===== config.mk =====
export PLATFORM = sky130hd
export DESIGN_NAME = pie_top
export DESIGN_NICKNAME = d
export VERILOG_FILES = /design/src/rtl/pie_pkg.sv /design/src/rtl/pie_sync.sv /design/src/rtl/pie_top.sv
export SDC_FILE = /design/constraint.sdc
export NUM_CORES = 1
export LEC_CHECK = 0
export ABC_AREA = 1
export BUFFER_PORTS_ARGS = -buffer_cell sky130_fd_sc_hd__buf_2
export CAP_MARGIN = 20
export CORE_UTILIZATION = 25
export CTS_BUF_LIST = sky130_fd_sc_hd__clkbuf_4
export CTS_CLUSTER_DIAMETER = 50
export DETAILED_ROUTE_END_ITERATION = 10
export PLACE_DENSITY_LB_ADDON = 0.15
export RECOVER_POWER = 25
export SYNTH_ARGS = -nofsm -noshare
export SYNTH_HDL_FRONTEND = slang
export SYNTH_SLANG_ARGS = --single-unit

===== constraint.sdc =====
create_clock -name clk -period 1.5 [get_ports clk]
set_input_delay 0.15 -clock clk [delete_from_list [all_inputs] [get_ports clk]]
set_output_delay 0.15 -clock clk [all_outputs]
set_load 0.02 [all_outputs]

===== src/rtl/pie_pkg.sv =====
// Purpose: constants for the peripheral interrupt mask bank
// Assumes: apb slave, 32-bit data, one aligned word per register
// Notes on behaviour
// bit 7 set lets clock-fail events request interrupt, clear blocks it
// bit 5 set lets comparator output change raise interrupt, clear blocks
// bit 4 set lets nvm write completion raise interrupt, clear blocks
// bit 3 set lets serial bus collision raise interrupt, clear blocks
// bits 6 and 2..0 read zero, writes to them ignored
// request is pending flag and mask; mask never alters flag
package pie_pkg;
  localparam logic [11:0] MASK_OFS    = 12'h000;
  localparam logic [11:0] STATUS_OFS  = 12'h004;
  localparam logic [11:0] IRQMASK_OFS = 12'h008;
  localparam logic [11:0] REQ_OFS     = 12'h00c;
  localparam int          CLK_FAIL_BIT   = 7;
  localparam int          COMP_BIT       = 5;
  localparam int          NVM_DONE_BIT   = 4;
  localparam int          BUS_COLL_BIT   = 3;
  localparam logic [7:0]  IMPL_BITS      = 8'hb8;
  localparam logic [7:0]  MASK_RESET     = 8'h00;
  localparam logic [7:0]  STATUS_RESET   = 8'h00;
  localparam logic [7:0]  IRQMASK_RESET  = 8'h00;
endpackage : pie_pkg


===== src/rtl/pie_sync.sv =====
// Purpose: two-flop synchroniser for the flag inputs
// Assumes: flags may come from other clock domains
// Notes: first stage feeds only the second stage
module pie_sync #(
  parameter int W = 8
) (
  input  wire logic         clk,
  input  wire logic         rst,
  input  wire logic [W-1:0] d,
  output logic      [W-1:0] q
);
  logic [W-1:0] meta_reg;
  always_ff @(posedge clk or posedge rst) begin
    if (rst) begin
      meta_reg <= '0;
      q        <= '0;
    end else begin
      meta_reg <= d;
      q        <= meta_reg;
    end
  end
endmodule : pie_sync


===== src/rtl/pie_top.sv =====
// Purpose: peripheral interrupt mask bank with apb access
// Assumes: pending flags kept by the sources, one level per source
// Notes: requests are registered, one cycle after synchronised flags
module pie_top (
  input  wire logic        clk,
  input  wire logic        rst,
  input  wire logic        psel,
  input  wire logic        penable,
  input  wire logic        pwrite,
  input  wire logic [11:0] paddr,
  input  wire logic [31:0] pwdata,
  input  wire logic [3:0]  pstrb,
  output logic      [31:0] prdata,
  output logic             pready,
  output logic             pslverr,
  input  wire logic        clock_fail_flag,
  input  wire logic        comparator_flag,
  input  wire logic        nvm_write_done_flag,
  input  wire logic        serial_bus_collision_flag,
  output logic             clock_fail_req,
  output logic             comparator_req,
  output logic             nvm_write_done_req,
  output logic             serial_bus_collision_req,
  output logic             irq
);
  ////////////////////////////////////////////////////////////////////////
  logic [7:0] flag_in;
  logic [7:0] flag_sync;
  logic [7:0] mask_reg;
  logic [7:0] status_reg;
  logic [7:0] status_prev_reg;
  logic [7:0] irqmask_reg;
  logic [7:0] req_reg;

  assign flag_in = {clock_fail_flag, 1'b0, comparator_flag, nvm_write_done_flag,
                    serial_bus_collision_flag, 3'b000};

  pie_sync #(.W(8)) u_sync (
    .clk (clk),
    .rst (rst),
    .d   (flag_in),
    .q   (flag_sync)
  );

  ////////////////////////////////////////////////////////////////////////
  // write lands on the completing edge only, so a w1c clear acts once
  wire        wr_en     = psel && penable && pready && pwrite && pstrb[0];
  wire        acc       = psel && penable;
  wire        hit_mask  = paddr == pie_pkg::MASK_OFS;
  wire        hit_stat  = paddr == pie_pkg::STATUS_OFS;
  wire        hit_imask = paddr == pie_pkg::IRQMASK_OFS;
  wire        hit_req   = paddr == pie_pkg::REQ_OFS;
  wire        mapped    = hit_mask || hit_stat || hit_imask || hit_req;
  // unused bits dropped
  wire [7:0]  wdata_impl = pwdata[7:0] & pie_pkg::IMPL_BITS;
  // flag and mask
  wire [7:0]  req_next   = flag_sync & mask_reg;
  // rising edge of a request is the sticky event
  wire [7:0]  rise       = req_next & ~status_prev_reg;
  wire [7:0]  clr        = (wr_en && hit_stat) ? wdata_impl : 8'h00;
  // set wins over clear in the same cycle
  wire [7:0]  status_next = (status_reg & ~clr) | rise;
  wire [7:0]  rd_mux = hit_mask  ? mask_reg :
                       hit_stat  ? status_reg :
                       hit_imask ? irqmask_reg :
                       hit_req   ? req_reg : 8'h00;

  ////////////////////////////////////////////////////////////////////////
  // mask register write
  always_ff @(posedge clk or posedge rst) begin
    if (rst) begin
      mask_reg    <= pie_pkg::MASK_RESET;
      irqmask_reg <= pie_pkg::IRQMASK_RESET;
    end else begin
      if (wr_en && hit_mask) begin
        mask_reg <= wdata_impl;
      end
      if (wr_en && hit_imask) begin
        irqmask_reg <= wdata_impl;
      end
    end
  end

  always_ff @(posedge clk or posedge rst) begin
    if (rst) begin
      status_reg      <= pie_pkg::STATUS_RESET;
      status_prev_reg <= 8'h00;
      req_reg         <= 8'h00;
      irq             <= 1'b0;
    end else begin
      status_reg      <= status_next;
      status_prev_reg <= req_next;
      req_reg         <= req_next;
      irq             <= |(status_next & irqmask_reg);
    end
  end

  // per-source requests
  always_ff @(posedge clk or posedge rst) begin
    if (rst) begin
      clock_fail_req           <= 1'b0;
      comparator_req           <= 1'b0;
      nvm_write_done_req       <= 1'b0;
      serial_bus_collision_req <= 1'b0;
    end else begin
      clock_fail_req           <= req_next[pie_pkg::CLK_FAIL_BIT];
      comparator_req           <= req_next[pie_pkg::COMP_BIT];
      nvm_write_done_req       <= req_next[pie_pkg::NVM_DONE_BIT];
      serial_bus_collision_req <= req_next[pie_pkg::BUS_COLL_BIT];
    end
  end

  // single wait state: answer in the first access cycle's next edge
  always_ff @(posedge clk or posedge rst) begin
    if (rst) begin
      pready  <= 1'b0;
      prdata  <= 32'h0000_0000;
      pslverr <= 1'b0;
    end else begin
      pready  <= acc && !pready;
      pslverr <= acc && !pready && !mapped;
      prdata  <= (acc && !pready && !pwrite) ? {24'h00_0000, rd_mux} : 32'h0000_0000;
    end
  end

  ////////////////////////////////////////////////////////////////////////
  property p_clock_fail;
    @(posedge clk) disable iff (rst)
      clock_fail_req == $past(flag_sync[7] & mask_reg[7]);
  endproperty
  a_clock_fail: assert property (p_clock_fail) else $error("clock fail req wrong");

  property p_comp;
    @(posedge clk) disable iff (rst)
      !mask_reg[5] |=> !comparator_req;
  endproperty
  a_comp: assert property (p_comp) else $error("comparator req not blocked");

  property p_nvm;
    @(posedge clk) disable iff (rst)
      (flag_sync[4] && mask_reg[4]) |=> nvm_write_done_req;
  endproperty
  a_nvm: assert property (p_nvm) else $error("nvm done req missing");

  property p_coll;
    @(posedge clk) disable iff (rst)
      serial_bus_collision_req |-> $past(mask_reg[3]) && $past(flag_sync[3]);
  endproperty
  a_coll: assert property (p_coll) else $error("collision req without cause");

  property p_unused;
    @(posedge clk) disable iff (rst)
      ((mask_reg | irqmask_reg | status_reg) & ~pie_pkg::IMPL_BITS) == 8'h00;
  endproperty
  a_unused: assert property (p_unused) else $error("unused bit set");

  property p_rdzero;
    @(posedge clk) disable iff (rst)
      pready |-> prdata[31:8] == 24'h00_0000 && prdata[6] == 1'b0 && prdata[2:0] == 3'b000;
  endproperty
  a_rdzero: assert property (p_rdzero) else $error("unused bit read nonzero");

  property p_mask_write;
    @(posedge clk) disable iff (rst)
      (wr_en && hit_mask) |=> mask_reg == $past(wdata_impl);
  endproperty
  a_mask_write: assert property (p_mask_write) else $error("mask write lost");

  property p_sticky;
    @(posedge clk) disable iff (rst)
      rise[7] |=> status_reg[7];
  endproperty
  a_sticky: assert property (p_sticky) else $error("event lost in status");

  property p_irq;
    @(posedge clk) disable iff (rst)
      ##1 irq == |($past(status_next) & $past(irqmask_reg));
  endproperty
  a_irq: assert property (p_irq) else $error("irq level wrong");

  property p_clock_block;
    @(posedge clk) disable iff (rst)
      !mask_reg[7] |=> !clock_fail_req;
  endproperty
  a_clock_block: assert property (p_clock_block) else $error("clock fail req not blocked");

  property p_comp_open;
    @(posedge clk) disable iff (rst)
      (flag_sync[5] && mask_reg[5]) |=> comparator_req;
  endproperty
  a_comp_open: assert property (p_comp_open) else $error("comparator req missing");

  property p_nvm_block;
    @(posedge clk) disable iff (rst)
      !mask_reg[4] |=> !nvm_write_done_req;
  endproperty
  a_nvm_block: assert property (p_nvm_block) else $error("nvm done req not blocked");

  property p_coll_block;
    @(posedge clk) disable iff (rst)
      !mask_reg[3] |=> !serial_bus_collision_req;
  endproperty
  a_coll_block: assert property (p_coll_block) else $error("collision req not blocked");

  property p_status_hold;
    @(posedge clk) disable iff (rst)
      (|($past(status_reg) & ~status_reg)) |-> $past(wr_en && hit_stat);
  endproperty
  a_status_hold: assert property (p_status_hold) else $error("status bit lost without clear");

  property p_irq_level;
    @(posedge clk) disable iff (rst)
      (irqmask_reg == $past(irqmask_reg)) |-> irq == |(status_reg & irqmask_reg);
  endproperty
  a_irq_level: assert property (p_irq_level) else $error("irq not following status");

  property p_pready_pulse;
    @(posedge clk) disable iff (rst)
      pready |=> !pready;
  endproperty
  a_pready_pulse: assert property (p_pready_pulse) else $error("pready longer than one cycle");

  property p_slverr_pready;
    @(posedge clk) disable iff (rst)
      pslverr |-> pready;
  endproperty
  a_slverr_pready: assert property (p_slverr_pready) else $error("pslverr without pready");
endmodule : pie_top


* Word-level counts from Yosys, hierarchy flattened *
Index checks and enable logic that the tools add are counted.

word-level totals
  flip-flop bits (word level) = 47
  bits of input ports = 57
  output and inout bits = 39
  logic and storage cells = 48

cells by class
  equality and inequality tests = 3
  muxes and demuxes = 6
  bitwise logic cells = 7
  reduce and logical (&&, ||, !) cells = 18

operator list
  operator             count
  $mux 8               6
  $and 8x8->8          4
  $eq 12x4->1 const B  2
  $not 8->8            2
  $eq 12x3->1 const B  1
  $logic_not 12->1     1
  $logic_and 1x1->1    10
  $or 8x8->8           1
  $reduce_or 8->1      1
  $logic_not 1->1      3
  $logic_or 1x1->1     3

* Logic depth before layout (Yosys ltp) *
  depth after elaboration = 11
  depth in mapped cells = 10
  mapped depth without buffers = 10

* Modules after synthesis *
Synthesis repeated with hierarchy kept, for this count alone.

unflattened totals
  cell total of the unflattened synthesis = 174
  area total of the unflattened synthesis = 1769.2 µm²

modules (own cells, without submodules)
  module    instances  cells each  area an instance (µm²)
  pie_top   1          157         1365.1
  pie_sync  1          17          404.1

* Worst setup path after synthesis *
OpenSTA, ideal clock, no wires.

  kind = reg2reg
  start = register pready
  end = register irqmask_reg[3]
  setup time = 129 ps
  data arrival time = 1269 ps
  required time = 1371 ps
  slack = 102 ps
  cell stages (with the launch flop) = 6
  path buffers = 0
  period minus slack after synthesis = 1398 ps
  path through = dfrtp_1 > nand3_1 > nor2_1 > nand4_1 > nand2_1 > o21ai_0

on the way
  longest elaborated chain between the ends = 4

RTL lines
  item                            RTL line        source
  start: declaration              pie_top.sv:14   output logic pready,
  start signal: assignment        pie_top.sv:120  pready <= acc && !pready;
  $logic_and 1x1->1 (3 in a row)  pie_top.sv:47   wire wr_en = psel && penable && pready && pwrite && pstrb[0];
  $logic_and 1x1->1               pie_top.sv:78   if (wr_en && hit_imask) begin
  end signal: assignment          pie_top.sv:73   irqmask_reg <= pie_pkg::IRQMASK_RESET;
  end signal: assignment          pie_top.sv:79   irqmask_reg <= wdata_impl;
  end: declaration                pie_top.sv:32   logic [7:0] irqmask_reg;

Every way passes these cells.
A chain may end at the register's enable or synchronous reset.

* Worst setup path after layout *
  start = register pready
  end = register irq

on the way
  longest elaborated chain between the ends = 10

RTL lines
  item                            RTL line       source
  $logic_and 1x1->1 (3 in a row)  pie_top.sv:47
  $logic_and 1x1->1               pie_top.sv:60  wire [7:0] clr = (wr_en && hit_stat) ? wdata_impl : 8'h00;
  $mux 8                          pie_top.sv:60
  $not 8->8                       pie_top.sv:62  wire [7:0] status_next = (status_reg & ~clr) | rise;
  $and 8x8->8                     pie_top.sv:62
  $or 8x8->8                      pie_top.sv:62
  net status_next[7]              pie_top.sv:62
  $and 8x8->8                     pie_top.sv:94  irq <= |(status_next & irqmask_reg);
  $reduce_or 8->1                 pie_top.sv:94
  end signal: assignment          pie_top.sv:94
  end: declaration                pie_top.sv:24  output logic irq

The timed path passes the listed nets, and every way through them passes these cells.

==> results.yml <==
timing:
  report.final.slew_viol_count: 0
  final_hold_viol_count: 0
  fin_crit_sh_pct: 87.2
  setup-violations-final: 0
  timing_worst_slew_pin_value_ns: 0.802
  clock_skew_ns: 0.00489
  finalSetupTns_ns: 0
  rsz0062_at_grt: "false"
  fmax_ghz: 0.765
  post-route-worst-setup-slack_ns: 0.193
  holdWs_ns: 0.116
  timing.final.crit_period_ns: 1.31
  slew_headroom_pct: 46.6
power:
  power_frac_seq_pct: 55.9
  power.density_mw_per_mm2: 813
  p_comb_share_pct: 11.2
  p_sw_share_pct: 26.8
  switchingPower_mw: 0.409
  p_int_mw: 1.12
  power_mw: 1.53
  p_leak_nw: 1.03
  p_clk_share_pct: 32.9
  ir_drop_mv: 0.352
floorplan:
  rows: 28
  fp.dieArea_mm2: 0.00641
  pin_count: 96
  dieHeight_um: 80.0
  start_util_pct: 25.9
  fp.coreArea_mm2: 0.00589
  fp.dieW_um: 80.0
logic_synthesis:
  syn_area_per_cell_um2: 9.23
  synth-seq-cells: 31
  ys.warnings.count: 0
  synthCells: 165
  ys_seq_area_share_pct: 50.9
  synth_area_mm2: 0.00152
  ys_types: 18
cts:
  clock_latency_ns: 0.32
  cts-root-buf: "clkbuf_4"
  cts.reportedPaths.clkPinSlew_ns: 0.10
  numClockSinks: 31
  numCtsBuffers: 5
  ctsResizeCount: 0
  cts_max_level: 2
  cts_buffer_depth: 2
  hold_buffers: 5
  cts_tree: "built"
  post_cts_buffers: 0
routing:
  first_pass_iters: 4
  avgViaCountPerCell: 3.87
  drt_iter0_drc: 29
  wl_per_cell_um: 10.6
  drc_errors: 0
  wl_um: 3150
  drt.antenna.violating_nets: 0
  num_vias: 1154
setup_path:
  worstPathMaxFanout: 4
  reg2reg_from: "pready$_DFF_PP0_"
  rr_worst_depth: 10
  cp.arrival_ns: 1.53
  ff2ff_setup_slack_ns: 0.19
  endpoint_kind: "flop"
  worstSetupStartpoint: "pready$_DFF_PP0_"
  start_kind: "flop"
  endpoint: "irq$_DFF_PP0_"
  critPathRequiredTime_ns: 1.73
  timing.rr.end: "irq$_DFF_PP0_"
  path_class: "flop to flop"
grt:
  gr-total-overflow: 0
  grt_pass1_vias: 1091
  antenna_found_initial: 0
  grt_pass1_wl_um: 5200
  grt_max_degree: 32
  grtUsageTotal_pct: 11.2
place:
  gp_congestion: 0.660
  place_ws_ns: 0.0848
  hpwl_um: 2280
  placed_area_mm2: 0.00178
  io_buffer_count: 36
final_layout:
  area_delta_synth_final_pct: 23.3
  antennaDiodeCount: 0
  final_area_mm2: 0.00188
  nFillCells: 644
  nNetsFinal: 279
  post_route_cells_drive_above_1_share_pct: 29.6
hold_path:
  hp-class: "primary input to flop"
flow_run:
  drv_cap: 0
status:
  status: "complete, no violations"
cells in the mapped netlist, drive strengths merged:
cell / n / area share (%)
conb: 1 / 0.25
dfrtp: 31 / 51
or2: 4 / 1.6
inv: 16 / 3.9
nor2: 9 / 2.7
nor3: 4 / 2.8
nand2: 43 / 11
mux2: 4 / 3.0
nand4: 5 / 2.1
o21ai: 8 / 2.6
nand3: 2 / 0.66
buf: 29 / 14
a31oi: 4 / 1.6
nor4: 1 / 0.41
o21a: 4 / 2.0
layer usage:
metal	part of all wire (%)	global-route usage, %	vias to the layer above
met3	7.2	4.00	4
met4	0.86	4.29	0
met1	49	14.5	515
met5	0	0	-
li1	-	-	589
met2	43	16.9	46
logic make-up (layout without fill, tap and decap cells):
logic type,after synthesis,after routing,share of synthesized area [%]
AND/OR/NAND/NOR,68,68,21.4
buffers and inverters,45,76,18.2
flip-flops,31,31,50.9
AO/OA/AOI/OAI,16,16,6.24
multiplexers,4,4,2.96
other,1,28,0.246
critical path, stage by stage (launching register included):
cell     delay [ns]
dfrtp_1        0.36
nand3_1        0.09
nor2_1         0.16
buf_4          0.16
nand4_1        0.09
nand2_1        0.07
nand2_1        0.06
nand2_1        0.06
nand2_1        0.05
inv_1          0.05
nand2_1        0.04
per-stage QoR:
stage / cells / util [%]
final: 298 / 31.9
after global routing: 298 / 31.9
after CTS: 298 / 32.0
after detailed placement: 285 / 30.2
after global placement: 285 / 30.2
after floorplan: 192 / -
power by group through the flow:
stage               Clock [mW]  Combinational, mW  Sequential, mW
finish                   0.503              0.171           0.852
global route             0.577              0.193           0.855
CTS                      0.532              0.176           0.853
detailed placement           0              0.165           0.869
global placement             0              0.165           0.869
floorplan                    0              0.158           0.873
cell usage in the layout (no fill, tap or decap), types with 7 or more instances in the layout:
master and n:
buf_2 36, buf_4 8, clkbuf_4 7, conb_1 28, dfrtp_1 31, inv_1 16, nand2_1 42, nor2_1 8
o21ai_0 8
layout make-up:
| cell class | count | area, um^2 | share of cell area (%) |
|---|---|---|---|
| Clock inverter | 1 | 5.00 | 0.267 |
| Multi-Input combinational cell | 116 | 571 | 30.4 |
| Clock buffer | 7 | 52.6 | 2.80 |
| Timing Repair Buffer | 52 | 319 | 17.0 |
| Tap cell | 75 | 93.8 | 5.00 |
| Sequential cell | 31 | 776 | 41.3 |
| Inverter | 16 | 60.1 | 3.20 |
how the worst min path moves through the flow:
| stage | startpoint | endpoint | slack [ns] | cells past startpoint |
|---|---|---|---|---|
| after floorplan | serial_bus_collision_flag | u_sync.meta_reg[3]$_DFF_PP0_ | 0.18 | 0 |
| after global placement | rst | u_sync.meta_reg[3]$_DFF_PP0_ | 0.26 | 3 |
| after detailed placement | serial_bus_collision_flag | u_sync.meta_reg[3]$_DFF_PP0_ | 0.26 | 1 |
| after CTS | pwdata[4] | irqmask_reg[4]$_DFFE_PP0P_ | 0.10 | 3 |
| after global routing | pwdata[3] | irqmask_reg[3]$_DFFE_PP0P_ | 0.10 | 3 |
| final | pwdata[5] | irqmask_reg[5]$_DFFE_PP0P_ | 0.12 | 3 |
(Power assumes the default switching activity.)
